[config.mk]
export PLATFORM = sky130hd
export DESIGN_NAME = its_sequencer
export DESIGN_NICKNAME = d
export VERILOG_FILES = /design/src/its_pkg.sv /design/src/its_sequencer.sv
export SDC_FILE = /design/constraint.sdc
export NUM_CORES = 1
export LEC_CHECK = 0
export ABC_CLOCK_PERIOD_IN_PS = 2700
export BUFFER_PORTS_ARGS = -buffer_cell sky130_fd_sc_hd__buf_2
export CORE_UTILIZATION = 53
export CTS_CLUSTER_SIZE = 30
export DETAILED_ROUTE_END_ITERATION = 16
export GPL_TIMING_DRIVEN = 0
export PLACE_DENSITY = 0.75
export SETUP_SLACK_MARGIN = 0.3
export SYNTH_ARGS = -nofsm -noshare
export SYNTH_HDL_FRONTEND = slang
export SYNTH_SLANG_ARGS = --single-unit
[constraint.sdc]
create_clock -name clk -period 2.7 [get_ports clk]
set_input_delay 0.27 -clock clk [delete_from_list [all_inputs] [get_ports clk]]
set_output_delay 0.27 -clock clk [all_outputs]
set_load 0.02 [all_outputs]
[src/its_pkg.sv]
// Purpose: shared constants and types of the i2c transaction sequencer
// Assumes: 50 MHz system clock
// Notes:   fast-mode divider derived from named rates; DIV_MIN floor is fixed
`default_nettype none
package its_pkg;
   // ************************************************
   // clock, bit-rate and framing figures
   // ************************************************
   localparam int CLK_HZ         = 50_000_000;
   localparam int FAST_MODE_BPS  = 400_000;
   localparam logic [15:0] DIV_FAST = 16'((CLK_HZ / (4 * FAST_MODE_BPS)) + 1);
   localparam logic [15:0] DIV_MIN  = 16'h0002;
   localparam logic [3:0]  BIT_LAST = 4'h7;
   localparam logic [3:0]  BIT_ACK  = 4'h8;
   localparam logic        DIR_WRITE = 1'b0;
   localparam logic        DIR_READ  = 1'b1;
   localparam logic [1:0]  PH_MAX   = 2'h3;

   // ************************************************
   // enumerations and carriers
   // ************************************************
   typedef enum logic [1:0] {
      ITS_KIND_WRITE = 2'b00,
      ITS_KIND_READ  = 2'b01,
      ITS_KIND_WRRD  = 2'b10
   } its_kind_e;

   typedef enum logic [3:0] {
      ITS_IDLE   = 4'h0,
      ITS_START  = 4'h1,
      ITS_SHIFT  = 4'h2,
      ITS_ACK    = 4'h3,
      ITS_STOP   = 4'h4,
      ITS_RSTART = 4'h5,
      ITS_HOLD   = 4'h6,
      ITS_SL_ADR = 4'h7,
      ITS_SL_ACK = 4'h8,
      ITS_SL_DAT = 4'h9,
      ITS_SL_DAK = 4'hA
   } its_state_e;

   typedef struct packed {
      its_kind_e  kind;
      logic [6:0] addr;
      logic [7:0] wrCount;
      logic [7:0] rdCount;
      logic       noStop;
   } its_cmd_s;

   typedef struct packed {
      logic       isRead;
      logic       nack;
      logic [7:0] data;
   } its_word_s;

   // line pins: output enables only (oe high = pull low)
   typedef struct packed {
      logic sclOe;
      logic sdaOe;
   } its_pins_s;
endpackage : its_pkg
`default_nettype wire

[src/its_sequencer.sv]
// Purpose: i2c master/slave transaction sequencer
// Assumes: pins open-drain outside; inputs synchronous to clk
// Notes:   one state struct, one always_comb, one always_ff
//
// How it works
// master or slave, chosen per instance input
// master drives both clock and data
// clock from divided system clock, settable
// divider default gives fast-mode rate
// start only while bus idle
// watch lines to track bus busy
// seven address bits then direction bit
// slave acknowledges its own address with write direction only
// next write byte only after acknowledge
// nack aborts write, master stops sending
// reading master acknowledges each byte before the final one
// master nacks the final wanted byte
// normal end is a stop condition
// skipped stop means repeated start next
// combined write then read, no stop
// repeated start and new address between phases
// software picks offset in write phase
// direction low write; ack is data low
// open-drain drive, levels read back
`default_nettype none
module its_sequencer
   import its_pkg::*;
(
   input  wire logic            clk,
   input  wire logic            sys_rst,
   input  wire logic            slaveMode,
   input  wire logic [6:0]      ownAddr,
   input  wire logic [15:0]     clkDiv,
   input  wire its_pkg::its_cmd_s cmd,
   input  wire logic            cmdValid,
   output var  logic            cmdReady,
   input  wire logic [7:0]      txData,
   input  wire logic            txValid,
   output var  logic            txReady,
   output var  its_pkg::its_word_s rxWord,
   output var  logic            rxValid,
   input  wire logic            rxReady,
   output var  logic            busBusy,
   output var  logic            aborted,
   input  wire logic            sclIn,
   output var  logic            sclOut,
   output var  logic            sclOe,
   input  wire logic            sdaIn,
   output var  logic            sdaOut,
   output var  logic            sdaOe
);
   import its_pkg::*;

   // ************************************************
   // state
   // ************************************************
   typedef struct packed {
      its_state_e st;
      its_cmd_s   cur;
      logic [15:0] div;
      logic [1:0] ph;
      logic [3:0] bitN;
      logic [7:0] sh;
      logic       addrPh;
      logic       rdPh;
      logic [7:0] left;
      logic       busy;
      logic       sclQ;
      logic       sdaQ;
      logic       held;
      its_pins_s  pins;
      logic       cmdRdy;
      logic       txRdy;
      logic       abrt;
      its_word_s  b0;
      its_word_s  b1;
      logic [1:0] cnt;
      logic       rxV;
   } its_state_s;

   its_state_s s;
   its_state_s next_s;

   // two-entry buffer push candidates
   its_word_s pushWord;
   logic      push;
   logic      pop;

   function automatic logic tick(input logic [15:0] d, input logic [15:0] lim);
      tick = (d >= 16'(lim - 16'h0001));  // lim clocks per quarter bit
   endfunction

   // ************************************************
   // next-state logic
   // ************************************************
   always_comb begin
      logic [15:0] lim;
      logic        sclRise;
      logic        sclFall;
      lim = (clkDiv < DIV_MIN) ? DIV_MIN : clkDiv;
      sclRise = sclIn & ~s.sclQ;
      sclFall = ~sclIn & s.sclQ;
      next_s = s;
      push = 1'b0;
      pushWord = '0;
      pop = rxValid & rxReady;
      next_s.sclQ = sclIn;
      next_s.sdaQ = sdaIn;
      next_s.txRdy = 1'b0;
      next_s.cmdRdy = 1'b0;
      // start/stop seen on the wire keep the busy flag honest
      if (sclIn && s.sdaQ && !sdaIn) begin
         next_s.busy = 1'b1;
      end else if (sclIn && !s.sdaQ && sdaIn) begin
         next_s.busy = 1'b0;
      end
      next_s.div = tick(s.div, lim) ? 16'h0000 : 16'(s.div + 16'h0001);
      case (s.st)
         ITS_IDLE: begin
            next_s.pins = '0;
            next_s.ph = '0;
            if (slaveMode) begin
               if (sclIn && s.sdaQ && !sdaIn) begin
                  next_s.st = ITS_SL_ADR;
                  next_s.bitN = '0;
               end
            end else if (cmdValid && (!s.busy || s.held) && sclIn && sdaIn) begin
               next_s.cmdRdy = 1'b1;
               next_s.cur = cmd;
               next_s.rdPh = (cmd.kind == ITS_KIND_READ);
               next_s.st = s.held ? ITS_RSTART : ITS_START;
               next_s.div = '0;
            end
         end
         ITS_START, ITS_RSTART: if (tick(s.div, lim)) begin
            next_s.ph = 2'(s.ph + 2'h1);
            // rstart: release data, raise clock, then pull data low while clock high
            if (s.st == ITS_RSTART && s.ph == 2'h0) next_s.pins = '{sclOe: 1'b1, sdaOe: 1'b0};
            if (s.st == ITS_RSTART && s.ph == 2'h1) next_s.pins.sclOe = 1'b0;
            if (s.ph == 2'h2) next_s.pins.sdaOe = 1'b1;
            if (s.ph == PH_MAX) begin
               next_s.pins.sclOe = 1'b1;
               next_s.busy = 1'b1;
               next_s.held = 1'b0;
               next_s.st = ITS_SHIFT;
               next_s.addrPh = 1'b1;
               next_s.bitN = '0;
               next_s.sh = {s.cur.addr, s.rdPh ? DIR_READ : DIR_WRITE};
               next_s.left = s.rdPh ? s.cur.rdCount : s.cur.wrCount;
               next_s.ph = '0;
            end
         end
         ITS_SHIFT, ITS_ACK: if (tick(s.div, lim)) begin
            next_s.ph = 2'(s.ph + 2'h1);
            if (s.ph == 2'h0) begin
               // clock low: put bit on data line (or release for receive)
               if (s.st == ITS_SHIFT)
                  next_s.pins.sdaOe = (s.addrPh || !s.rdPh) ? ~s.sh[7] : 1'b0;
               else
                  next_s.pins.sdaOe = (!s.addrPh && s.rdPh) ? (s.left != 8'h01) : 1'b0;
            end else if (s.ph == 2'h1) begin
               next_s.pins.sclOe = 1'b0;
            end else if (s.ph == 2'h2) begin
               if (sclIn) begin  // clock stretching: wait for released line
                  if (s.st == ITS_SHIFT) next_s.sh = {s.sh[6:0], sdaIn};
               end else begin
                  next_s.ph = s.ph;
               end
            end else if (s.st == ITS_SHIFT && s.bitN == BIT_LAST && !s.addrPh && s.rdPh
                         && s.cnt == 2'h2 && !pop) begin
               // buffer full: hold clock high until a word drains, no byte lost
               next_s.ph = s.ph;
            end else begin
               next_s.pins.sclOe = 1'b1;
               next_s.ph = '0;
               next_s.bitN = 4'(s.bitN + 4'h1);
               if (s.st == ITS_SHIFT && s.bitN == BIT_LAST) begin
                  next_s.st = ITS_ACK;
                  if (!s.addrPh && s.rdPh) begin
                     push = 1'b1;
                     pushWord = '{isRead: 1'b1, nack: 1'b0, data: s.sh};
                  end
               end else if (s.st == ITS_ACK) begin
                  next_s.bitN = '0;
                  next_s.st = ITS_SHIFT;
                  next_s.addrPh = 1'b0;
                  if ((s.addrPh || !s.rdPh) && s.sdaQ) begin
                     next_s.abrt = 1'b1;
                     next_s.st = ITS_STOP;
                  end else if (!s.addrPh && s.rdPh) begin
                     next_s.left = 8'(s.left - 8'h01);
                  end else if (!s.addrPh) begin
                     // written bytes are not echoed into the receive buffer
                     next_s.left = 8'(s.left - 8'h01);
                  end
                  if (next_s.st == ITS_SHIFT && next_s.left == 8'h00) begin
                     if (s.cur.kind == ITS_KIND_WRRD && !s.rdPh) begin
                        next_s.rdPh = 1'b1;
                        next_s.st = ITS_RSTART;
                     end else begin
                        next_s.st = s.cur.noStop ? ITS_HOLD : ITS_STOP;
                     end
                  end else if (next_s.st == ITS_SHIFT && !s.rdPh) begin
                     next_s.st = ITS_HOLD;  // wait for next write byte
                  end
               end
            end
         end
         ITS_HOLD: begin
            // clock held low; either fetch byte or park for repeated start
            if (s.left != 8'h00 && !s.rdPh && !s.abrt) begin
               if (txValid) begin
                  next_s.txRdy = 1'b1;
                  next_s.sh = txData;
                  next_s.st = ITS_SHIFT;
               end
            end else begin
               next_s.held = 1'b1;
               next_s.st = ITS_IDLE;
               next_s.pins = '{sclOe: 1'b1, sdaOe: 1'b0};
            end
         end
         ITS_STOP: if (tick(s.div, lim)) begin
            next_s.ph = 2'(s.ph + 2'h1);
            if (s.ph == 2'h0) next_s.pins.sdaOe = 1'b1;
            if (s.ph == 2'h1) next_s.pins.sclOe = 1'b0;
            if (s.ph == PH_MAX) begin
               next_s.pins.sdaOe = 1'b0;
               next_s.st = ITS_IDLE;
               next_s.held = 1'b0;
            end
         end
         ITS_SL_ADR, ITS_SL_DAT: begin
            if (sclRise) begin
               next_s.sh = {s.sh[6:0], sdaIn};
               next_s.bitN = 4'(s.bitN + 4'h1);
            end
            if (sclFall && s.bitN == BIT_ACK) begin
               next_s.bitN = '0;
               if (s.st == ITS_SL_DAT) begin
                  next_s.pins.sdaOe = rxReady | ~rxValid;
                  push = rxReady | ~rxValid;  // nacked byte dropped, stored words kept
                  pushWord = '{isRead: 1'b0, nack: 1'b0, data: s.sh};
                  next_s.st = ITS_SL_DAK;
               end else if (s.sh[7:1] == ownAddr && s.sh[0] == DIR_WRITE) begin
                  next_s.pins.sdaOe = 1'b1;
                  next_s.st = ITS_SL_ACK;
               end else begin
                  next_s.st = ITS_IDLE;
               end
            end
            if (sclIn && s.sdaQ && !sdaIn && s.st == ITS_SL_DAT) begin
               next_s.st = ITS_SL_ADR;
               next_s.bitN = '0;
            end
            if (sclIn && !s.sdaQ && sdaIn) next_s.st = ITS_IDLE;
         end
         ITS_SL_ACK, ITS_SL_DAK: if (sclFall) begin
            next_s.pins.sdaOe = 1'b0;
            next_s.st = ITS_SL_DAT;
         end
         default: next_s.st = ITS_IDLE;
      endcase
      if (cmdValid && s.st == ITS_IDLE && !slaveMode) next_s.abrt = 1'b0;
      // two-entry buffer: count update; master read stalls when full, slave nacks unless empty or rxReady
      if (push && !(pop && s.cnt != 2'h0)) begin
         if (s.cnt == 2'h0) next_s.b0 = pushWord;
         else next_s.b1 = pushWord;
         next_s.cnt = (s.cnt == 2'h2) ? s.cnt : 2'(s.cnt + 2'h1);
      end else if (pop && push) begin
         next_s.b0 = (s.cnt == 2'h2) ? s.b1 : pushWord;
         if (s.cnt == 2'h2) next_s.b1 = pushWord;
      end else if (pop) begin
         next_s.b0 = s.b1;
         next_s.cnt = 2'(s.cnt - 2'h1);
      end
      next_s.rxV = (next_s.cnt != 2'h0);
   end

   // ************************************************
   // registers
   // ************************************************
   always_ff @(posedge clk or posedge sys_rst) begin
      if (sys_rst) begin
         s <= '0;
         s.sclQ <= 1'b1;
         s.sdaQ <= 1'b1;
      end else begin
         s <= next_s;
      end
   end

   // outputs straight from state flops; open drain drives only low
   assign sclOe    = s.pins.sclOe;
   assign sdaOe    = s.pins.sdaOe;
   assign sclOut   = 1'b0;
   assign sdaOut   = 1'b0;
   assign busBusy  = s.busy;
   assign aborted  = s.abrt;
   assign cmdReady = s.cmdRdy;
   assign txReady  = s.txRdy;
   assign rxWord   = s.b0;
   assign rxValid  = s.rxV;

   // ************************************************
   // checks
   // ************************************************
   property p_start_idle;
      @(posedge clk) disable iff (sys_rst)
      (s.st == ITS_IDLE && next_s.st == ITS_START) |-> !s.busy;
   endproperty
   a_start_idle: assert property (p_start_idle) else $error("start on busy bus");

   property p_nack_stop;
      @(posedge clk) disable iff (sys_rst)
      $rose(s.abrt) |-> s.st == ITS_STOP;
   endproperty
   a_nack_stop: assert property (p_nack_stop) else $error("nack did not lead to stop");

   property p_buf_bound;
      @(posedge clk) disable iff (sys_rst)
      s.cnt <= 2'h2;
   endproperty
   a_buf_bound: assert property (p_buf_bound) else $error("buffer overfilled");

   // a full buffer must never take a word it cannot keep
   property p_no_overrun;
      @(posedge clk) disable iff (sys_rst)
      push |-> !(s.cnt == 2'h2 && !pop);
   endproperty
   a_no_overrun: assert property (p_no_overrun) else $error("buffer overrun");

   // last wanted byte leaves the data line released
   property p_last_nack;
      @(posedge clk) disable iff (sys_rst)
      (s.st == ITS_ACK && !s.addrPh && s.rdPh && s.left == 8'h01 && s.ph == 2'h2) |-> !s.pins.sdaOe;
   endproperty
   a_last_nack: assert property (p_last_nack) else $error("final read byte acknowledged");

   // repeated start: data low while clock released
   property p_rstart_shape;
      @(posedge clk) disable iff (sys_rst)
      (s.st == ITS_RSTART && s.ph == PH_MAX) |-> (s.pins.sdaOe && !s.pins.sclOe);
   endproperty
   a_rstart_shape: assert property (p_rstart_shape) else $error("repeated start malformed");
endmodule : its_sequencer
`default_nettype wire

==> results of run 1 <==
[worst max-delay path, delay by kind of cell]
kind            cells  cell delay, ns
buf+inv             4            0.59
compound gates      5            0.89
xor+xnor            1            0.15
fa+ha+maj           2            0.53
simple gates        7            1.85
[power groups by stage]
stage | sequential, uW | combinational [uW] | clock, uW
after floorplan | 2320 | 2280 | 0
after global placement | 2390 | 2950 | 0
after detailed placement | 2420 | 3040 | 0
after CTS | 2400 | 3350 | 1410
after global routing | 2490 | 4150 | 1460
final | 2440 | 3840 | 1410
[registers in the layout, summed over array words and instances (netlist names)]
name,flops
s,84
rxWord,9
aborted,1
busBusy,1
cmdReady,1
rxValid,1
sclOe,1
sdaOe,1
txReady,1
[cell families after synthesis]
group | share of synthesized area (%)
adders and majority gates | 5.61
other | 0.0580
xor gates and xnor gates | 4.34
AOI/OAI and AO/OA | 17.8
muxes | 8.19
and+or+nand+nor | 20.2
DFF | 38.8
buffers and inverters | 4.97
[cell usage after synthesis (4+ instances only)]
library cell / n
nand3b_1: 4
nand2_1: 52
xor2_1: 21
nor4_1: 8
a21oi_1: 37
o21a_1: 4
nor2_1: 70
inv_1: 20
o21ai_1: 32
buf_4: 19
ha_1: 29
or3_1: 8
buf_2: 8
clkbuf_1: 12
mux2_1: 12
a211oi_1: 8
a31oi_1: 14
dfrtp_1: 98
nor3_1: 20
o21ai_0: 29
mux2i_1: 9
nand2b_1: 14
nand4_1: 4
or4_1: 5
o211ai_1: 4
xnor2_1: 11
mux2_2: 27
and3_1: 6
nor2b_1: 7
nand3_1: 24
o22ai_1: 4
a222oi_1: 8
[final timing paths]
path,end,start
worst min-delay path,s[30],sclIn
min in group asynchronous,s[51],sys_rst
worst max-delay path,s[39],clkDiv[8]
worst max register to register,s[39],s[54]
max in group asynchronous,rxWord[9],sys_rst
worst min register to register,sdaOe,sdaOe
[stage by stage]
step           power (uW)  hold WS (ns)
2_1_floorplan        4600         0.274
3_3_place_gp         5340         0.421
3_5_place_dp         5470         0.390
4_1_cts              7170        0.0437
5_1_grt              8100        0.0469
6_report             7690        0.0508
[layout make-up]
cell class | count | share of cell area, %
Clock buffer | 11 | 3.03
Multi-Input combinational cell | 542 | 49.7
Inverter | 20 | 0.944
Sequential cell | 100 | 30.0
Timing Repair Buffer | 118 | 9.44
Tap cell | 143 | 2.14
Buffer | 42 | 3.96
Clock inverter | 5 | 0.794
[layer usage]
| layer | track usage, % | vias up |
|---|---|---|
| met5 | 0 | - |
| met4 | 11.7 | 0 |
| met3 | 5.18 | 47 |
| met2 | 51.3 | 286 |
| met1 | 37.8 | 3044 |
| li1 | - | 2822 |
[timing repair]
item	4_1_cts	5_1_grt
gates cloned	2	1
pin swaps	19	24
setup buffers	15	18
gates resized for setup	74	76
endpoints found under the hold margin	5	0
setup endpoints to repair	96	88
hold buffers	1	0
==> results.yml, run 1 <==
critical_path:
  critPathArrivalTime_ns: 4.29
  cp-end-kind: "flop"
  crit_type: "input pin to flop"
  worst_ep_required_time_ns: 2.95
  crit_chain: "buf_6, or3_1, clkbuf_8, or4_4, o41ai_4, ha_2, nand2_2, nor2_4, nand2_1, xor2_1, ha_1, nand4_1, a211oi_4, buf_6, a211oi_4, or3_4, buf_4, o21ai_1, o21ai_1"
  cp_slowest_cell: "or4_4"
  r2r_slack_ns: -0.36
  r2r_cells: 11
  path_max_fanout: 10
  crit_path_max_incr_delay_ns: 0.55
  start_kind: "input pin"
routing:
  drc: 0
  wl_per_cell_um: 19.6
  num_vias: 6199
  viasPerCell: 6.32
  drt_iter0_drc: 627
  first_pass_iters: 8
  routed_wl_um: 19200
  wl_met2_um: 9640
  route.met3.wl_um: 1260
  ant_nets: 0
  met1Wirelength_um: 7810
  top_layer_used: "met4"
synthesis:
  synthDominantCellAreaShare_pct: 37.9
  yosys.area.top_type: "dfrtp_1"
  synth_edf_count: 0
  synth_cell_types: 80
  ys_top_cells_by_area: "dfrtp_1, ha_1, mux2_2, nor2_1, nand2_1"
  ys_ff_latch: 100
  synth_seq_area_share_pct: 38.8
  async_flop_share_pct: 100
  syn_inst: 701
  ys.flop_type: "dfrtp_1"
  syn_area_per_cell_sq_um: 9.22
  yosysWarnings: 0
  netlist_area_sq_um: 6460
cells_and_area:
  design_area_sq_um: 8350
  layout.area.seq_sq_um: 2500
  n_fill_cell: 849
  final_core_util_pct: 71.6
  finalNonFillerCells: 981
  syn_to_final_growth_pct: 29.2
  layout_common_cells: "dfrtp_1, buf_2, nor2_1, nand2_1, buf_4"
  fin_nets: 927
  drive_above_1_share_pct: 34.4
  n_antenna_cell: 0
  final_common_cell: "dfrtp_1"
  multi_input_area_sq_um: 4150
timing:
  slew_viol_final: 0
  finalCritPeriodShare_pct: 150
  finalSetupViolCount: 70
  finalSetupTns_ns: -84.60
  rsz0062_at_grt: "true"
  setup_ws_ns: -1.34
  worst_slew_pin_slew_ns: 1.06
  max_slew_margin_pct: 29.0
  finalCriticalPeriod_ns: 4.04
  fmax_mhz: 248
  hold_violations: 0
  finalClockSkew_ns: 0.00980
power:
  p_per_area_nw_per_um2: 921
  p_int_uw: 4400
  pwr-share-comb_pct: 50.0
  ir_drop_mv: 0.694
  p_leak_uw: 0.00369
  pwr-share-seq_pct: 31.7
  switching_power_uw: 3290
  power.share.clock_pct: 18.3
  swShare_pct: 42.8
placement:
  dpl.hpwl_um: 13000
  place_area_sq_um: 7140
  portBuffers: 80
  place_congestion: 0.948
  dp_cells: 928
  pre_cts_slack_ns: -2.10
clock_tree:
  cts.sinks: 100
  cts_root_buffer: "clkbuf_16"
  clk_path_buf_depth: 2
  cts_made_buffers: 9
  clk_pin_slew_ns: 0.07
  cts_tree: "done"
  h-tree-depth: 3
  clock_latency_ns: 0.37
grt:
  antenna_found_initial: 0
  first_global_vias: 5893
  grtUsageTotal_pct: 29.9
  grt_pass1_wl_um: 29400
  grt_overflow_total: 0
  grt_max_degree: 39
worst_hold_path:
  worstHoldPathType: "input pin to flop"
  hold_path_depth: 1
floorplan:
  ios: 84
  start_util_pct: 55.4
  design.die.area_sq_um: 12600
  fp.dieW_um: 112
  row_count: 39
  fp.dieH_um: 112
  core_sq_um: 11700
run_status:
  violations: "setup timing"
  status: "complete, but fails checks"
job:
  maxCapViolCount: 0
(Power assumes the default switching activity.)
==> run 2: changes to the inputs <==
--- a/config.mk
+++ b/config.mk
@@ -5,13 +5,13 @@
 export SDC_FILE = /design/constraint.sdc
 export NUM_CORES = 1
 export LEC_CHECK = 0
-export ABC_CLOCK_PERIOD_IN_PS = 2700
+export ABC_CLOCK_PERIOD_IN_PS = 3900
 export BUFFER_PORTS_ARGS = -buffer_cell sky130_fd_sc_hd__buf_2
-export CORE_UTILIZATION = 53
+export CORE_UTILIZATION = 46
 export CTS_CLUSTER_SIZE = 30
 export DETAILED_ROUTE_END_ITERATION = 16
 export GPL_TIMING_DRIVEN = 0
-export PLACE_DENSITY = 0.75
+export PLACE_DENSITY = 0.64
 export SETUP_SLACK_MARGIN = 0.3
 export SYNTH_ARGS = -nofsm -noshare
 export SYNTH_HDL_FRONTEND = slang
==> constraint.sdc (replaced) <==
create_clock -name clk -period 3.9 [get_ports clk]
set_input_delay 0.39 -clock clk [delete_from_list [all_inputs] [get_ports clk]]
set_output_delay 0.39 -clock clk [all_outputs]
set_load 0.02 [all_outputs]
==> run 2 against run 1 <==
The run still ends with setup timing left; flip-flop and latch count did not move; first-iteration DRC count is 6.5% lower; worst setup slack improved by 1.0 ns; power is 32% lower; wire length decreased by 4.6%; clock power fell by 33%; sequential share of layout area is 0.11 points higher; critical path depth decreased by 1; worst hold slack improved by 0.0096 ns; via count shrank 3.5%; largest power group unchanged.
==> results.yml, run 2 (synthesis gave the netlist of run 1 again) <==
placement:
  dpl.hpwl_um: 12900
  portBuffers: 80
  dp_cells: 960
  place_congestion: 0.923
  place_area_sq_um: 7160
routing:
  first_pass_iters: 5
  wl_per_cell_um: 18.2
  viasPerCell: 5.94
  routed_wl_um: 18300
  drt_iter0_drc: 586
  ant_nets: 0
  drc: 0
  num_vias: 5985
power:
  p_per_area_nw_per_um2: 629
  switching_power_uw: 2240
  pwr-share-seq_pct: 32.2
  swShare_pct: 42.7
  pwr-share-comb_pct: 49.7
  ir_drop_mv: 0.331
  p_leak_uw: 0.00363
  power.share.clock_pct: 18.1
  p_int_uw: 3000
  power_uw: 5230
clock_tree:
  hold_buffers: 0
  clock_latency_ns: 0.36
  cts_made_buffers: 9
  cts_root_buffer: "clkbuf_16"
  cts_tree: "done"
  clk_path_buf_depth: 2
  clk_pin_slew_ns: 0.07
  h-tree-depth: 3
  cts.sinks: 100
critical_path:
  reg2reg_from: "s[55]"
  cp-end-kind: "flop"
  crit_chain: "buf_6, or3_4, buf_8, or4_4, o41ai_4, ha_2, nand2_2, nor2_4, nand2_1, xor2_1, ha_1, nand4_1, a21oi_2, a211o_4, buf_4, a21oi_4, or4_1, o311a_1"
  start_kind: "input pin"
  crit_type: "input pin to flop"
  r2r-end: "s[35]"
  crit_path_max_incr_delay_ns: 0.56
  worst_ep_required_time_ns: 4.15
  r2r_slack_ns: 0.77
  cp_slowest_cell: "or4_4"
  critPathArrivalTime_ns: 4.44
  r2r_cells: 11
  path_max_fanout: 7
cells_and_area:
  multi_input_area_sq_um: 4170
  finalNonFillerCells: 1007
  final_common_cell: "dfrtp_1"
  final_core_util_pct: 61.8
  fin_nets: 920
  layout.area.seq_sq_um: 2500
  drive_above_1_share_pct: 33.8
  largest_reg_flops: 84
  syn_to_final_growth_pct: 28.7
  design_area_sq_um: 8320
  top_register: "s"
  layout_common_cells: "dfrtp_1, buf_2, nor2_1, nand2_1, buf_4"
  n_fill_cell: 1158
  n_antenna_cell: 0
grt:
  antenna_found_initial: 0
  grt_overflow_total: 0
  grt_pass1_wl_um: 29400
  first_global_vias: 5837
  grtUsageTotal_pct: 25.8
  grt_max_degree: 65
run_status:
  status: "complete, but fails checks"
  violations: "setup timing"
floorplan:
  fp.dieW_um: 121
  ios: 84
  core_sq_um: 13500
  design.die.area_sq_um: 14500
  fp.dieH_um: 121
  start_util_pct: 48.0
  row_count: 42
timing:
  slew_viol_final: 0
  finalCritPeriodShare_pct: 107
  fmax_mhz: 239
  setup_ws_ns: -0.290
  hold_violations: 0
  finalSetupTns_ns: -8.13
  worst_slew_pin_slew_ns: 0.872
  finalCriticalPeriod_ns: 4.19
  finalSetupViolCount: 51
  finalClockSkew_ns: 0.0108
  rsz0062_at_grt: "true"
  max_slew_margin_pct: 41.4
job:
  maxCapViolCount: 0
worst_hold_path:
  worstHoldPathType: "input pin to async pin"
run 2: final cells by class:
cell class | instances | share of cell area, %
Sequential cell | 100 | 30.1
Buffer | 42 | 3.81
Inverter | 20 | 0.932
Clock buffer | 9 | 2.71
Tap cell | 176 | 2.65
Multi-Input combinational cell | 542 | 50.1
Clock inverter | 7 | 0.993
Timing Repair Buffer | 111 | 8.74
run 2: worst max-delay path, delay by kind of cell:
kind,cells,cell delay (ns)
AND/OR/NAND/NOR,7,1.92
adder cells (fa/ha/maj),2,0.55
XOR/XNOR,1,0.17
AO/OA/AOI/OAI,5,1.04
buffers and inverters,3,0.35
run 2: metrics by stage:
step	hold WS (ns)	setup slack, ns
6_report	0.0605	-0.290
2_1_floorplan	0.394	-0.249
5_1_grt	0.105	-0.406
3_3_place_gp	0.465	-0.862
4_1_cts	0.0757	-0.257
3_5_place_dp	0.457	-0.933
run 2: worst max path at each step:
stage               startpoint  cells after the start      end
floorplan            clkDiv[8]                     15    s[10]
global placement     clkDiv[8]                     18    s[35]
detailed placement   clkDiv[8]                     18    s[43]
CTS                  clkDiv[8]                     18  rxValid
global route         clkDiv[8]                     18  rxValid
finish               clkDiv[8]                     18  rxValid
run 2: metal layers:
| metal | global-route usage, % | vias to the layer above | part of all wire, % |
|---|---|---|---|
| li1 | - | 2801 | - |
| met1 | 34.2 | 2920 | 44 |
| met2 | 42.9 | 230 | 49 |
| met3 | 5.66 | 34 | 6.1 |
| met4 | 6.48 | 0 | 1.2 |
| met5 | 0 | - | 0 |
run 2: timing repair:
action / 4_1_cts / 5_1_grt
gates resized for setup: 103 / 43
pin swaps: 40 / 12
cloned: 3 / 0
buffers inserted: 25 / 3
setup endpoints to repair: 70 / 70
run 2: power groups by stage:
stage / clock network (uW) / logic [uW] / registers [uW]
2_1_floorplan: 0 / 1580 / 1610
3_3_place_gp: 0 / 2060 / 1660
3_5_place_dp: 0 / 2100 / 1680
4_1_cts: 963 / 2480 / 1670
5_1_grt: 998 / 2820 / 1730
6_report: 946 / 2600 / 1680
